`src/include/gptu_params.svh`:
```
// offsets, field resets and timing counts of the general purpose timer unit
`ifndef GPTU_PARAMS_SVH
`define GPTU_PARAMS_SVH
`define GPTU_CTRL_BASE   8'h00
`define GPTU_CNT_BASE    8'h20
`define GPTU_CAPTURE_RELOAD_REG_OFS  8'h40
`define GPTU_CRCTRL_OFS  8'h44
`define GPTU_FLAGS_OFS   8'h48
`define GPTU_NUM_TMR     5
`define GPTU_NUM_G1      5'd3
`define GPTU_IDX_AUXA    0
`define GPTU_IDX_CORE    1
`define GPTU_IDX_AUXB    2
`define GPTU_IDX_SAUX    3
`define GPTU_IDX_SCORE   4
`define GPTU_G1_RES      16'h0004
`define GPTU_G2_RES      16'h0002
`define GPTU_CTRL_RST    17'h00000
`define GPTU_CRCTRL_RST  6'h00
`define GPTU_CNT_RST     16'h0000
`define GPTU_CNT_MAX     16'hFFFF
`endif

```
`src/include/gptu_pkg.sv`:
```
// types of the general purpose timer unit
package gptu_pkg;
   typedef enum logic [1:0] {
      MODE_TIMER   = 2'h0,
      MODE_COUNTER = 2'h1,
      MODE_GATED   = 2'h2,
      MODE_INCR    = 2'h3
   } gptu_mode_t;

   typedef enum logic [1:0] {
      ROLE_NORMAL  = 2'h0,
      ROLE_CAPTURE = 2'h1,
      ROLE_RELOAD  = 2'h2,
      ROLE_SPARE   = 2'h3
   } gptu_role_t;

   typedef enum logic [1:0] {
      CSRC_CAPTURE_INPUT_PIN    = 2'h0,
      CSRC_CORE_IN  = 2'h1,
      CSRC_CORE_DIR = 2'h2,
      CSRC_CORE_ANY = 2'h3
   } gptu_csrc_t;

   typedef struct packed {
      logic       out_en;
      logic [2:0] prescale;
      logic       rel_fall;
      logic       rel_rise;
      logic       latch_clk;
      gptu_role_t role;
      logic [1:0] edge_sel;
      logic       gate_hi;
      logic       run;
      logic       dir_ext;
      logic       dir_down;
      gptu_mode_t mode;
   } gptu_ctrl_t;

   typedef struct packed {
      logic       reload_en;
      logic       clear_aux;
      logic [1:0] edge_sel;
      gptu_csrc_t src;
   } gptu_crctrl_t;

   typedef struct packed {
      logic       capt_b;
      logic       capt_a;
      logic       capture_reload_reg;
      logic [4:0] ovf;
   } gptu_req_t;
endpackage : gptu_pkg

```
`src/logic/gptu_top.sv`:
```
// general purpose timer unit: five timers in two groups behind an APB slave
`timescale 1ns/1ps
`include "gptu_params.svh"
// Notes on behaviour
// RULE1: five 16-bit up/down timers, two groups
// RULE2: first group modes: timer, gated, counter, incremental
// RULE3: timer mode counts prescaled system clock
// RULE4: counter mode counts input pin events
// RULE5: gated mode counts only at gate level
// RULE6: first group steps at most every 4 cycles
// RULE7: direction from control bit or pin
// RULE8: incremental mode decodes quadrature A and B
// RULE9: core overflow toggles latch, optional output
// RULE10: core latch can clock auxiliary timers
// RULE11: auxiliary timer in capture/reload role stops
// RULE12: capture copies core value on pin event
// RULE13: reload core on pin or latch transition
// RULE14: two reload registers alternate for PWM
// RULE15: second group steps at most every 2 cycles
// RULE16: second group prescaled clock or external input
// RULE17: second core overflow toggles second latch
// RULE18: second core overflow clocks compare, reloads
// RULE19: capture second aux on pin, optional clear
// RULE20: capture also from core input pins
// RULE21: overflows and captures set request flags
// RULE22: all pins synchronised before detection
module gptu_top (
   input  wire logic        REF_CLK_I,
   input  wire logic        SYS_RST_I,
   input  wire logic        PSEL_I,
   input  wire logic        PENABLE_I,
   input  wire logic        PWRITE_I,
   input  wire logic [7:0]  PADDR_I,
   input  wire logic [31:0] PWDATA_I,
   output logic      [31:0] PRDATA_O,
   output logic             PREADY_O,
   output logic             PSLVERR_O,
   input  wire logic [4:0]  TIN_I,
   input  wire logic [4:0]  TDIR_I,
   input  wire logic        CAPTURE_INPUT_PIN_I,
   output logic             CORE_TOGGLE_O,
   output logic             SECOND_TOGGLE_O,
   output logic             SECOND_CLK_O,
   output gptu_pkg::gptu_req_t REQ_O
);
   import gptu_pkg::*;

   gptu_ctrl_t   ctrl_reg [`GPTU_NUM_TMR];
   logic [15:0]  cnt_reg  [`GPTU_NUM_TMR];
   logic [15:0]  load_val [`GPTU_NUM_TMR];
   gptu_crctrl_t crctrl_reg;
   logic [15:0]  capture_reload_reg_reg;
   logic [15:0]  pre_cnt_reg;
   logic [4:0]   tin_s1, tin_s2, tin_s3;
   logic [4:0]   tdir_s1, tdir_s2, tdir_s3;
   logic         cap_s1, cap_s2, cap_s3;
   logic         core_latch_reg;
   logic         second_latch_reg;
   logic [4:0]   pend_reg;
   logic [4:0]   pdir_reg;
   logic [4:0]   step, ovf, cnt_wr, load_en, pin_evt, quad_evt, quad_down;
   logic [4:0]   tin_rise, tin_fall, tdir_chg;
   logic         cap_rise, cap_fall;
   logic         core_lat_rise, core_lat_fall, sec_lat_rise, sec_lat_fall;
   logic         rel_a, rel_b, cap_a, cap_b, capture_reload_reg_evt;
   logic         cr_rise, cr_fall;
   logic         apb_take, apb_wr, hit_ctrl, hit_cnt, hit_misc;
   logic [2:0]   apb_idx;

   // RULE22: two-stage synchronisers
   always_ff @(posedge REF_CLK_I)
   begin
      if (SYS_RST_I)
      begin
         {tin_s1, tin_s2, tin_s3}    <= 15'h0000;
         {tdir_s1, tdir_s2, tdir_s3} <= 15'h0000;
         {cap_s1, cap_s2, cap_s3}    <= 3'h0;
      end
      else
      begin
         {tin_s3, tin_s2, tin_s1}    <= {tin_s2, tin_s1, TIN_I};
         {tdir_s3, tdir_s2, tdir_s1} <= {tdir_s2, tdir_s1, TDIR_I};
         {cap_s3, cap_s2, cap_s1}    <= {cap_s2, cap_s1, CAPTURE_INPUT_PIN_I};
      end
   end

   assign tin_rise = tin_s2 & ~tin_s3;
   assign tin_fall = ~tin_s2 & tin_s3;
   assign tdir_chg = tdir_s2 ^ tdir_s3;
   assign cap_rise = cap_s2 & ~cap_s3;
   assign cap_fall = ~cap_s2 & cap_s3;

   // free-running prescaler; every rate is a mask on it
   always_ff @(posedge REF_CLK_I)
   begin
      if (SYS_RST_I)
         pre_cnt_reg <= 16'h0000;
      else
         pre_cnt_reg <= pre_cnt_reg + 16'h0001;
   end

   // latch transitions are known in the overflow cycle itself
   assign core_lat_rise = ovf[`GPTU_IDX_CORE] & ~core_latch_reg;
   assign core_lat_fall = ovf[`GPTU_IDX_CORE] & core_latch_reg;
   assign sec_lat_rise  = ovf[`GPTU_IDX_SCORE] & ~second_latch_reg;
   assign sec_lat_fall  = ovf[`GPTU_IDX_SCORE] & second_latch_reg;

   // RULE1: one slice per timer
   for (genvar gi = 0; gi < `GPTU_NUM_TMR; gi++)
   begin : g_tmr
      localparam logic G1 = (5'(gi) < `GPTU_NUM_G1);
      localparam logic [15:0] RES = G1 ? `GPTU_G1_RES : `GPTU_G2_RES;
      gptu_ctrl_t  c;
      logic [15:0] mask;
      logic        ptick, btick, lat_evt, src_evt, gate_ok, down, evt;
      assign c = ctrl_reg[gi];
      // RULE3: programmable prescale of system clock
      assign mask  = (RES << c.prescale) - 16'h0001;
      assign ptick = (pre_cnt_reg & mask) == 16'h0000;
      // RULE6: group one base rate
      // RULE15: group two base rate
      assign btick = (pre_cnt_reg & (RES - 16'h0001)) == 16'h0000;
      assign pin_evt[gi] = (c.edge_sel[0] & tin_rise[gi]) | (c.edge_sel[1] & tin_fall[gi]);
      // RULE10: core latch clocks auxiliary timers
      // RULE17: second latch clocks second aux
      if (gi == `GPTU_IDX_AUXA || gi == `GPTU_IDX_AUXB)
      begin : g_lat1
         assign lat_evt = (c.edge_sel[0] & core_lat_rise) | (c.edge_sel[1] & core_lat_fall);
      end
      else if (gi == `GPTU_IDX_SAUX)
      begin : g_lat2
         assign lat_evt = (c.edge_sel[0] & sec_lat_rise) | (c.edge_sel[1] & sec_lat_fall);
      end
      else
      begin : g_nolat
         assign lat_evt = 1'b0;
      end
      // RULE4: counter source pin or latch
      // RULE16: external or prescaled clock
      assign src_evt = c.latch_clk ? lat_evt : pin_evt[gi];
      // RULE8: quadrature decode, A leading B counts up
      assign quad_evt[gi]  = G1 & (tin_rise[gi] | tin_fall[gi] | tdir_chg[gi]);
      assign quad_down[gi] = tin_s3[gi] ^ tdir_s2[gi];
      assign evt = (c.mode == MODE_COUNTER) ? src_evt :
                   (c.mode == MODE_INCR) ? quad_evt[gi] : 1'b0;
      // RULE5: gate level enables counting
      assign gate_ok = (tin_s2[gi] == c.gate_hi);
      // RULE7: direction from bit or pin
      assign down = (c.mode == MODE_INCR) ? pdir_reg[gi] :
                    c.dir_ext ? tdir_s2[gi] : c.dir_down;
      // RULE2: per-timer mode select
      // RULE11: capture or reload role stops counting
      always_comb
      begin
         step[gi] = 1'b0;
         if (c.run && c.role == ROLE_NORMAL)
         begin
            case (c.mode)
               MODE_TIMER:   step[gi] = ptick;
               MODE_GATED:   step[gi] = ptick & gate_ok;
               MODE_COUNTER: step[gi] = btick & pend_reg[gi];
               MODE_INCR:    step[gi] = btick & pend_reg[gi];
               default:      step[gi] = 1'b0;
            endcase
         end
      end
      assign ovf[gi] = step[gi] & (down ? (cnt_reg[gi] == `GPTU_CNT_RST) : (cnt_reg[gi] == `GPTU_CNT_MAX));

      // events wait for the base tick, so fast pins never exceed the resolution
      always_ff @(posedge REF_CLK_I)
      begin
         if (SYS_RST_I)
         begin
            pend_reg[gi] <= 1'b0;
            pdir_reg[gi] <= 1'b0;
         end
         else
         begin
            pend_reg[gi] <= evt | (pend_reg[gi] & ~btick);
            if (quad_evt[gi])
               pdir_reg[gi] <= quad_down[gi];
         end
      end

      always_ff @(posedge REF_CLK_I)
      begin
         if (SYS_RST_I)
            cnt_reg[gi] <= `GPTU_CNT_RST;
         else if (load_en[gi])
            cnt_reg[gi] <= load_val[gi];
         else if (step[gi])
            cnt_reg[gi] <= down ? cnt_reg[gi] - 16'h0001 : cnt_reg[gi] + 16'h0001;
      end
   end

   // RULE12: capture into auxiliary timers
   assign cap_a = (ctrl_reg[`GPTU_IDX_AUXA].role == ROLE_CAPTURE) & pin_evt[`GPTU_IDX_AUXA];
   assign cap_b = (ctrl_reg[`GPTU_IDX_AUXB].role == ROLE_CAPTURE) & pin_evt[`GPTU_IDX_AUXB];
   // RULE13: reload on pin or latch edge
   // RULE14: opposite latch edges alternate reloads
   assign rel_a = (ctrl_reg[`GPTU_IDX_AUXA].role == ROLE_RELOAD)
                & (pin_evt[`GPTU_IDX_AUXA]
                   | (ctrl_reg[`GPTU_IDX_AUXA].rel_rise & core_lat_rise)
                   | (ctrl_reg[`GPTU_IDX_AUXA].rel_fall & core_lat_fall));
   assign rel_b = (ctrl_reg[`GPTU_IDX_AUXB].role == ROLE_RELOAD)
                & (pin_evt[`GPTU_IDX_AUXB]
                   | (ctrl_reg[`GPTU_IDX_AUXB].rel_rise & core_lat_rise)
                   | (ctrl_reg[`GPTU_IDX_AUXB].rel_fall & core_lat_fall));

   // RULE20: capture source select
   always_comb
   begin
      case (crctrl_reg.src)
         CSRC_CAPTURE_INPUT_PIN:    {cr_rise, cr_fall} = {cap_rise, cap_fall};
         CSRC_CORE_IN:  {cr_rise, cr_fall} = {tin_rise[`GPTU_IDX_CORE], tin_fall[`GPTU_IDX_CORE]};
         CSRC_CORE_DIR: {cr_rise, cr_fall} = {tdir_s2[`GPTU_IDX_CORE] & ~tdir_s3[`GPTU_IDX_CORE],
                                              ~tdir_s2[`GPTU_IDX_CORE] & tdir_s3[`GPTU_IDX_CORE]};
         default:       {cr_rise, cr_fall} = {tin_rise[`GPTU_IDX_CORE] | (tdir_s2[`GPTU_IDX_CORE] & ~tdir_s3[`GPTU_IDX_CORE]),
                                              tin_fall[`GPTU_IDX_CORE] | (~tdir_s2[`GPTU_IDX_CORE] & tdir_s3[`GPTU_IDX_CORE])};
      endcase
   end
   // RULE19: capture on selected transition
   assign capture_reload_reg_evt = (crctrl_reg.edge_sel[0] & cr_rise) | (crctrl_reg.edge_sel[1] & cr_fall);

   // APB decode; a software write beats every hardware load of a counter or the capture register
   assign apb_take = PSEL_I & PENABLE_I & PREADY_O;
   assign apb_idx  = PADDR_I[4:2];
   assign hit_ctrl = (PADDR_I[7:5] == 3'(`GPTU_CTRL_BASE >> 5)) & (apb_idx < 3'(`GPTU_NUM_TMR));
   assign hit_cnt  = (PADDR_I[7:5] == 3'(`GPTU_CNT_BASE >> 5)) & (apb_idx < 3'(`GPTU_NUM_TMR));
   assign hit_misc = (PADDR_I == `GPTU_CAPTURE_RELOAD_REG_OFS) | (PADDR_I == `GPTU_CRCTRL_OFS) | (PADDR_I == `GPTU_FLAGS_OFS);
   assign apb_wr   = apb_take & PWRITE_I;

   always_comb
   begin
      for (int i = 0; i < `GPTU_NUM_TMR; i++)
         cnt_wr[i] = apb_wr & hit_cnt & (apb_idx == 3'(i));
      load_en  = cnt_wr;
      for (int i = 0; i < `GPTU_NUM_TMR; i++)
         load_val[i] = PWDATA_I[15:0];
      if (!cnt_wr[`GPTU_IDX_CORE] && (rel_a || rel_b))
      begin
         load_en[`GPTU_IDX_CORE]  = 1'b1;
         load_val[`GPTU_IDX_CORE] = rel_a ? cnt_reg[`GPTU_IDX_AUXA] : cnt_reg[`GPTU_IDX_AUXB];
      end
      if (!cnt_wr[`GPTU_IDX_AUXA] && cap_a)
      begin
         load_en[`GPTU_IDX_AUXA]  = 1'b1;
         load_val[`GPTU_IDX_AUXA] = cnt_reg[`GPTU_IDX_CORE];
      end
      if (!cnt_wr[`GPTU_IDX_AUXB] && cap_b)
      begin
         load_en[`GPTU_IDX_AUXB]  = 1'b1;
         load_val[`GPTU_IDX_AUXB] = cnt_reg[`GPTU_IDX_CORE];
      end
      // RULE19: optional clear after capture
      if (!cnt_wr[`GPTU_IDX_SAUX] && capture_reload_reg_evt && crctrl_reg.clear_aux)
      begin
         load_en[`GPTU_IDX_SAUX]  = 1'b1;
         load_val[`GPTU_IDX_SAUX] = `GPTU_CNT_RST;
      end
      // RULE18: reload second core from capture register
      if (!cnt_wr[`GPTU_IDX_SCORE] && ovf[`GPTU_IDX_SCORE] && crctrl_reg.reload_en)
      begin
         load_en[`GPTU_IDX_SCORE]  = 1'b1;
         load_val[`GPTU_IDX_SCORE] = capture_reload_reg_reg;
      end
   end

   always_ff @(posedge REF_CLK_I)
   begin
      for (int i = 0; i < `GPTU_NUM_TMR; i++)
      begin
         if (SYS_RST_I)
            ctrl_reg[i] <= `GPTU_CTRL_RST;
         else if (apb_wr && hit_ctrl && apb_idx == 3'(i))
            ctrl_reg[i] <= PWDATA_I[16:0];
      end
   end

   always_ff @(posedge REF_CLK_I)
   begin
      if (SYS_RST_I)
      begin
         crctrl_reg <= `GPTU_CRCTRL_RST;
         capture_reload_reg_reg <= `GPTU_CNT_RST;
      end
      else
      begin
         if (apb_wr && PADDR_I == `GPTU_CRCTRL_OFS)
            crctrl_reg <= PWDATA_I[5:0];
         if (apb_wr && PADDR_I == `GPTU_CAPTURE_RELOAD_REG_OFS)
            capture_reload_reg_reg <= PWDATA_I[15:0];
         else if (capture_reload_reg_evt)
            capture_reload_reg_reg <= cnt_reg[`GPTU_IDX_SAUX];
      end
   end

   // RULE9: core toggle latch
   // RULE17: second toggle latch
   always_ff @(posedge REF_CLK_I)
   begin
      if (SYS_RST_I)
      begin
         core_latch_reg   <= 1'b0;
         second_latch_reg <= 1'b0;
         CORE_TOGGLE_O    <= 1'b0;
         SECOND_TOGGLE_O  <= 1'b0;
         SECOND_CLK_O     <= 1'b0;
      end
      else
      begin
         core_latch_reg   <= core_latch_reg ^ ovf[`GPTU_IDX_CORE];
         second_latch_reg <= second_latch_reg ^ ovf[`GPTU_IDX_SCORE];
         // pin lags latch one cycle so the output stays a plain flop
         CORE_TOGGLE_O    <= ctrl_reg[`GPTU_IDX_CORE].out_en & core_latch_reg;
         SECOND_TOGGLE_O  <= ctrl_reg[`GPTU_IDX_SCORE].out_en & second_latch_reg;
         // RULE18: clock pulse to compare unit
         SECOND_CLK_O     <= ovf[`GPTU_IDX_SCORE];
      end
   end

   // RULE21: sticky flags, set wins over clear
   always_ff @(posedge REF_CLK_I)
   begin
      if (SYS_RST_I)
         REQ_O <= '0;
      else
         REQ_O <= ({cap_b, cap_a, capture_reload_reg_evt, ovf})
                | (REQ_O & ~((apb_wr && PADDR_I == `GPTU_FLAGS_OFS) ? PWDATA_I[7:0] : 8'h00));
   end

   // slave answers one cycle into the access phase
   always_ff @(posedge REF_CLK_I)
   begin
      if (SYS_RST_I)
      begin
         PREADY_O  <= 1'b0;
         PSLVERR_O <= 1'b0;
         PRDATA_O  <= 32'h00000000;
      end
      else
      begin
         PREADY_O  <= PSEL_I & PENABLE_I & ~PREADY_O;
         PSLVERR_O <= PSEL_I & PENABLE_I & ~PREADY_O & ~(hit_ctrl | hit_cnt | hit_misc);
         PRDATA_O  <= 32'h00000000;
         if (PSEL_I && PENABLE_I && !PREADY_O && !PWRITE_I)
         begin
            if (hit_ctrl)
               PRDATA_O <= {15'h0000, ctrl_reg[apb_idx]};
            else if (hit_cnt)
               PRDATA_O <= {16'h0000, cnt_reg[apb_idx]};
            else if (PADDR_I == `GPTU_CAPTURE_RELOAD_REG_OFS)
               PRDATA_O <= {16'h0000, capture_reload_reg_reg};
            else if (PADDR_I == `GPTU_CRCTRL_OFS)
               PRDATA_O <= {26'h0000000, crctrl_reg};
            else if (PADDR_I == `GPTU_FLAGS_OFS)
               PRDATA_O <= {24'h000000, REQ_O};
         end
      end
   end

   AST_G1_SPACING: assert property (@(posedge REF_CLK_I) disable iff (SYS_RST_I) // RULE6
      step[`GPTU_IDX_CORE] |=> !step[`GPTU_IDX_CORE] [*3])
      else $error("core timer stepped faster than every 4 cycles");
   AST_G2_SPACING: assert property (@(posedge REF_CLK_I) disable iff (SYS_RST_I) // RULE15
      step[`GPTU_IDX_SCORE] |=> !step[`GPTU_IDX_SCORE])
      else $error("second core stepped faster than every 2 cycles");
   AST_CORE_TOGGLE: assert property (@(posedge REF_CLK_I) disable iff (SYS_RST_I) // RULE9
      ovf[`GPTU_IDX_CORE] |=> core_latch_reg != $past(core_latch_reg) ##1
      CORE_TOGGLE_O == (ctrl_reg[`GPTU_IDX_CORE].out_en & $past(core_latch_reg)))
      else $error("core toggle latch or output wrong after overflow");
   AST_CAPTURE_COPY: assert property (@(posedge REF_CLK_I) disable iff (SYS_RST_I) // RULE12
      cap_a && !cnt_wr[`GPTU_IDX_AUXA] |=> cnt_reg[`GPTU_IDX_AUXA] == $past(cnt_reg[`GPTU_IDX_CORE]))
      else $error("aux timer a did not capture core value");
   AST_ROLE_STOP: assert property (@(posedge REF_CLK_I) disable iff (SYS_RST_I) // RULE11
      ctrl_reg[`GPTU_IDX_AUXB].role != ROLE_NORMAL && !load_en[`GPTU_IDX_AUXB]
      |=> cnt_reg[`GPTU_IDX_AUXB] == $past(cnt_reg[`GPTU_IDX_AUXB]))
      else $error("aux timer b counted while in capture or reload role");
   AST_RELOAD_CORE: assert property (@(posedge REF_CLK_I) disable iff (SYS_RST_I) // RULE13
      rel_b && !rel_a && !cnt_wr[`GPTU_IDX_CORE] |=> cnt_reg[`GPTU_IDX_CORE] == $past(cnt_reg[`GPTU_IDX_AUXB]))
      else $error("core timer not reloaded from aux timer b");
   AST_CAPTURE_RELOAD_REG: assert property (@(posedge REF_CLK_I) disable iff (SYS_RST_I) // RULE19
      capture_reload_reg_evt && crctrl_reg.clear_aux && !apb_wr
      |=> capture_reload_reg_reg == $past(cnt_reg[`GPTU_IDX_SAUX]) && cnt_reg[`GPTU_IDX_SAUX] == `GPTU_CNT_RST)
      else $error("capture register or clear of second aux wrong");
   AST_SECOND_CLK: assert property (@(posedge REF_CLK_I) disable iff (SYS_RST_I) // RULE18
      ovf[`GPTU_IDX_SCORE] |=> SECOND_CLK_O ##1 !SECOND_CLK_O || ovf[`GPTU_IDX_SCORE])
      else $error("second core overflow pulse missing");
   AST_FLAG_SET: assert property (@(posedge REF_CLK_I) disable iff (SYS_RST_I) // RULE21
      (|ovf) |=> (REQ_O.ovf & $past(ovf)) == $past(ovf))
      else $error("overflow flag not set after overflow");
endmodule : gptu_top

```
`config.mk`:
```
export PLATFORM = sky130hd
export DESIGN_NAME = gptu_top
export DESIGN_NICKNAME = d
export VERILOG_FILES = /design/src/include/gptu_pkg.sv /design/src/logic/gptu_top.sv
export VERILOG_INCLUDE_DIRS = /design/src /design/src/include
export SDC_FILE = /design/constraint.sdc
export NUM_CORES = 1
export LEC_CHECK = 0
export ABC_AREA = 0
export BUFFER_PORTS_ARGS = -buffer_cell sky130_fd_sc_hd__buf_2
export CELL_PAD_IN_SITES_DETAIL_PLACEMENT = 0
export CELL_PAD_IN_SITES_GLOBAL_PLACEMENT = 1
export CORE_MARGIN = 10
export CORE_UTILIZATION = 30
export DETAILED_ROUTE_END_ITERATION = 6
export HOLD_SLACK_MARGIN = 0.05
export PLACE_DENSITY = 0.63
export SLEW_MARGIN = 20
export SYNTH_ARGS = -nofsm -noshare
export SYNTH_HDL_FRONTEND = slang
export SYNTH_SLANG_ARGS = --single-unit
```
`constraint.sdc`:
```
create_clock -name REF_CLK_I -period 6 [get_ports REF_CLK_I]
set_input_delay 0.9 -clock REF_CLK_I [delete_from_list [all_inputs] [get_ports REF_CLK_I]]
set_output_delay 0.9 -clock REF_CLK_I [all_outputs]
set_load 0.01 [all_outputs]
```
After elaboration in Yosys (flattened, before gate mapping)
Memory sizes are Yosys's and may differ from the RTL's.
Index checks and enable logic that the tools add are counted.
{"block": "word_totals", "ff_bits": 124, "mem_bits_rw": 165, "input_bits": 56, "out_inout_bits": 45, "word_cells": 438, "memories": 2}
{"name": "ctrl_reg", "depth": 5, "word_bits": 17, "read_ports": 6, "rd_ports_with_merged_regs": 0, "write_ports": 5, "line_no": "gptu_top.sv:48", "source": "gptu_ctrl_t ctrl_reg [`GPTU_NUM_TMR];"}
{"name": "cnt_reg", "depth": 5, "word_bits": 16, "read_ports": 6, "rd_ports_with_merged_regs": 0, "write_ports": 5, "line_no": "gptu_top.sv:49", "source": "logic [15:0] cnt_reg [`GPTU_NUM_TMR];"}
{"block": "op_classes", "add_sub_neg": 16, "magnitude_cmp": 1, "n_eq_ne": 39, "shifts": 5, "muxes": 131, "bitwise": 143, "reduce_logical": 65}
{"op": "$mux W16", "n": 25}
{"op": "$logic_not A16 Y1", "n": 12}
{"op": "$sub A16 B1 Y16 const B", "n": 10}
{"op": "$mux W17", "n": 6}
{"op": "$add A16 B1 Y16 const B", "n": 6}
{"op": "$mux W1", "n": 90}
{"op": "$and A16 B16 Y16", "n": 5}
{"op": "$eq A16 B16 Y1 const B", "n": 5}
{"op": "$and A1 B1 Y1", "n": 69}
{"op": "$shl A3 B3 Y16 const A", "n": 3}
{"op": "$or A1 B1 Y1", "n": 45}
{"op": "$shl A2 B3 Y16 const A", "n": 2}
{"op": "$eq A2 B2 Y1 const B", "n": 13}
{"op": "$eq A8 B7 Y1 const B", "n": 3}
{"op": "$logic_and A1 B1 Y1", "n": 24}
{"op": "$mux W8", "n": 3}
{"op": "$logic_not A2 Y1", "n": 11}
{"op": "$pmux W1 S3", "n": 7}
{"op": "$eq A2 B1 Y1 const B", "n": 8}
{"op": "$reduce_or A2 Y1", "n": 6}
{"op": "$not A1 Y1", "n": 11}
{"op": "$and A5 B5 Y5", "n": 2}
{"op": "$not A5 Y5", "n": 2}
{"op": "$and A8 B8 Y8", "n": 1}
{"op": "14 further kinds", "n": 31}

Depth between registers and ports, before layout
An unclocked memory read counts as a cell.
{"block": "logic_depth", "ltp_word": 22, "depth_mapped": 15, "ltp_nobuf": 14}

Worst setup path before layout
OpenSTA, ideal clock, no wires.
{"block": "synth_path", "kind": "input to register", "from": "input PADDR_I[3]", "to": "memory ctrl_reg[3][0] (netlist bit), enable pin", "setup_ns": 0.418, "arrival_time_ns": 3.414, "required_ns": 5.582, "setup_slack_ns": 2.169, "path_stages": 6, "path_buffers": 3, "path_cell_list": "buf_6 > o21a_4 > or4_1 > clkbuf_1 > clkbuf_1 > o31ai_1"}
{"element": "from (decl)", "line_no": "gptu_top.sv:33", "source": "input wire logic [7:0] PADDR_I,"}
{"element": "to (decl)", "line_no": "gptu_top.sv:48"}

==> metrics.yaml <==
finish.utilization_pct: 33.9
cts_tree: "built"
synthArstFlopShare_pct: 0
fillers: 5967
crit_arrival_ns: 4.90
synth_cell_type_count: 85
core_um2: 57500
outcome: "finished, final reports clean"
path_class: "register to register"
grt_pass1_vias: 13900
r2r_end: "cnt_reg[1][1]"
insertion_delay_ns: 0.55
overflow: 0
worstPathMaxFanout: 15
synth_edf_count: 165
pre_cts_slack_ns: 1.39
dieArea_um2: 67800
irDropWorstVdd_mv: 0.174
clock_skew_ns: 0.0153
dp.cells: 2539
syn2layout_area_growth_pct: 12.4
final_cells: 2601
globalplace.congestion: 0.917
slowest_stage: "a2111oi_2"
min_to: "tin_s2[1]"
rsz0062_at_grt: "false"
syn-cell-area_um2: 17300
start_util_pct: 30.2
row_count: 88
holdPathStages: 1
setup_ws_ns: 1.36
grt_max_degree: 54
reg2reg_from: "ctrl_reg[1][13]"
max_cap_viol_count: 0
power.density_nw_per_um2: 247
cp_slowest_stage_delay_ns: 0.71
worstHoldStart: "tin_s1[1]"
wl_per_cell_um: 24.2
rrSetupSlack_ns: 1.36
path_common_cell: "o21ai_0"
ys_ff_latch: 267
grt_pass1_wl_um: 91900
htreeDepth: 2
yosysWarnings: 0
cts-root-buf: "clkbuf_16"
worst_pin_slew_ns: 1.17
io_buffers: 70
cts.sinks: 267
setup_viol: 0
post_cts_resized: 0
worstPathRequired_ns: 6.26
wl_um: 63000
ctsHoldBuffers: 0
place_area_um2: 18400
drtPass1Iterations: 7
grtUsageTotal_pct: 18.0
worstSetupStartpointType: "register"
period_share_pct: 77.4
nets: 1955
clk_pin_slew_ns: 0.06
via_count: 14600
slew_violations: 0
io_pins: 101
synth_area_per_cell_um2: 9.76
largest_reg_flops: 85
die_h_um: 260
cts_buffers: 34
leakagePower_nw: 7.47
ys_seq_area_share_pct: 40.4
antenna_left: 0
period_minus_slack_ns: 4.64
slew_headroom_pct: 21.7
drcViolationCount: 0
hp-class: "register to register"
vias_per_cell: 5.63
ff2ff_path_depth: 13
synth_ff_type: "edfxtp_1"
cts_buffer_depth: 3
diodes: 0
hold_viol_final: 0
die_w_um: 260
dp_hpwl_um: 45700
dr.first_iter.drc_count: 1345
antenna_found_initial: 0
crit_chain: "a21o_1 > a211o_1 > a2111oi_2 > o21ai_0 > a21oi_1 > ha_1 > a22oi_1 > a211oi_1 > a2bb2oi_1 > buf_4 > o211ai_1 > o21ai_0 > o22ai_1"
synthCells: 1777
fmax_mhz: 215
finalInstanceArea_um2: 19500
postCtsSetupRepairBufs: 0
endpoint_kind: "register"
setup_tns_ns: 0
drive_above_1_share_pct: 11.5
==> worst max-delay path by stage <==
| stage | from | to | slack, ns | cells after the start |
|---|---|---|---|---|
| detailed placement | ctrl_reg[1][13] | cnt_reg[1][1] | 1.39 | 13 |
| CTS | ctrl_reg[1][13] | cnt_reg[1][1] | 1.34 | 13 |
| global placement | ctrl_reg[1][13] | cnt_reg[1][1] | 1.46 | 13 |
| floorplan | PADDR_I[3] | ctrl_reg[3][0] | 2.17 | 6 |
| finish | ctrl_reg[1][13] | cnt_reg[1][1] | 1.36 | 13 |
| global route | ctrl_reg[1][13] | cnt_reg[1][1] | 1.07 | 13 |
==> metrics by stage <==
step / hold WS, ns / total power [mW]
2_1_floorplan: 0.414 / 2.52
3_3_place_gp: 0.426 / 2.74
3_5_place_dp: 0.425 / 2.75
4_1_cts: 0.438 / 4.85
5_1_grt: 0.451 / 4.98
6_report: 0.430 / 4.81
==> synth_stat cells, drive strengths merged, types with 5 or more instances <==
master	instances	area, um2
mux4	33	743
edfxtp	165	4950
nor2	117	439
xnor2	29	254
buf	41	256
ha	84	1050
nor4b	5	43.8
a211oi	37	300
o22a	7	61.3
a211o	7	61.3
or2	6	37.5
xor2	41	359
a221o	5	50.1
dfxtp	102	2040
nor4	34	249
nor3b	6	45.0
o22ai	44	275
nor2b	44	275
o221ai	10	87.6
clkbuf	67	254
or4	5	37.5
a31oi	15	93.8
mux2i	78	781
nand4	26	169
a22oi	12	90.1
and2	103	644
o2111ai	6	52.6
o21a	16	128
or3	13	81.3
nand2b	18	113
o21ai	88	440
nand2	115	432
fa	5	100
nand3	27	153
a21oi	115	576
a21o	16	120
o31ai	10	75.1
o211ai	18	159
nor3	44	230
and3	38	238
inv	64	240
a221oi	12	105
==> cell type report <==
class,count,area [um2],area share (%)
Timing Repair Buffer,91,510,2.62
Clock buffer,47,982,5.04
Tap cell,765,957,4.91
Inverter,64,240,1.23
Multi-Input combinational cell,1352,9670,49.6
Clock inverter,15,140,0.719
Sequential cell,267,7000,35.9
==> per-layer routing <==
layer	up-vias	routed length, um	GRT usage [%]
met5	-	0	0
met4	0	1700	5.17
met3	101	5040	3.87
met2	596	28100	28.1
met1	7201	28100	24.5
li1	6736	-	-
==> power by group <==
part | internal, mW | switching, mW
combinational | 0.226 | 0.391
sequential | 2.01 | 0.100
clock | 1.24 | 0.844
total | 3.48 | 1.34
==> layout by cell type (no fill, tap or decap), types with 8 or more instances in the layout <==
master,instances
o21a_1,15
and2_1,103
a31oi_1,15
ha_1,84
clkinv_2,8
clkbuf_16,36
nor4_1,31
conb_1,15
buf_2,69
o31ai_1,9
nor2b_1,44
xor2_1,41
o211ai_1,15
o21ai_0,87
nand4_1,25
a211oi_1,34
buf_4,22
or3_1,13
a22oi_1,12
o221ai_1,10
nor2_1,115
dfxtp_1,102
o22ai_1,44
mux4_2,33
nand2_1,115
edfxtp_1,165
a21o_1,16
inv_1,63
a221oi_1,12
and3_1,38
nand3_1,24
mux2i_1,78
xnor2_1,29
nor3_1,42
a21oi_1,115
nand2b_1,18
==> critical path: cells and delay by family, from the launching register on <==
kind	cells	cell delay, ns
fa+ha+maj	1	0.30
flops	1	0.44
buf+inv	1	0.33
compound gates	11	3.29
==> kinds of logic (layout without fill, tap and decap cells) <==
logic type      after synthesis  after routing  synth area share [%]
mux                         111            111                  8.79
xor+xnor                     70             70                  3.54
compound gates              457            457                  17.5
buf+inv                     172            217                  4.33
flops                       267            267                  40.4
simple gates                610            610                  18.8
fa+ha+maj                    89             89                  6.64
other cells                   1             15                0.0216
Note: power is estimated with default switching activity, not from simulation.
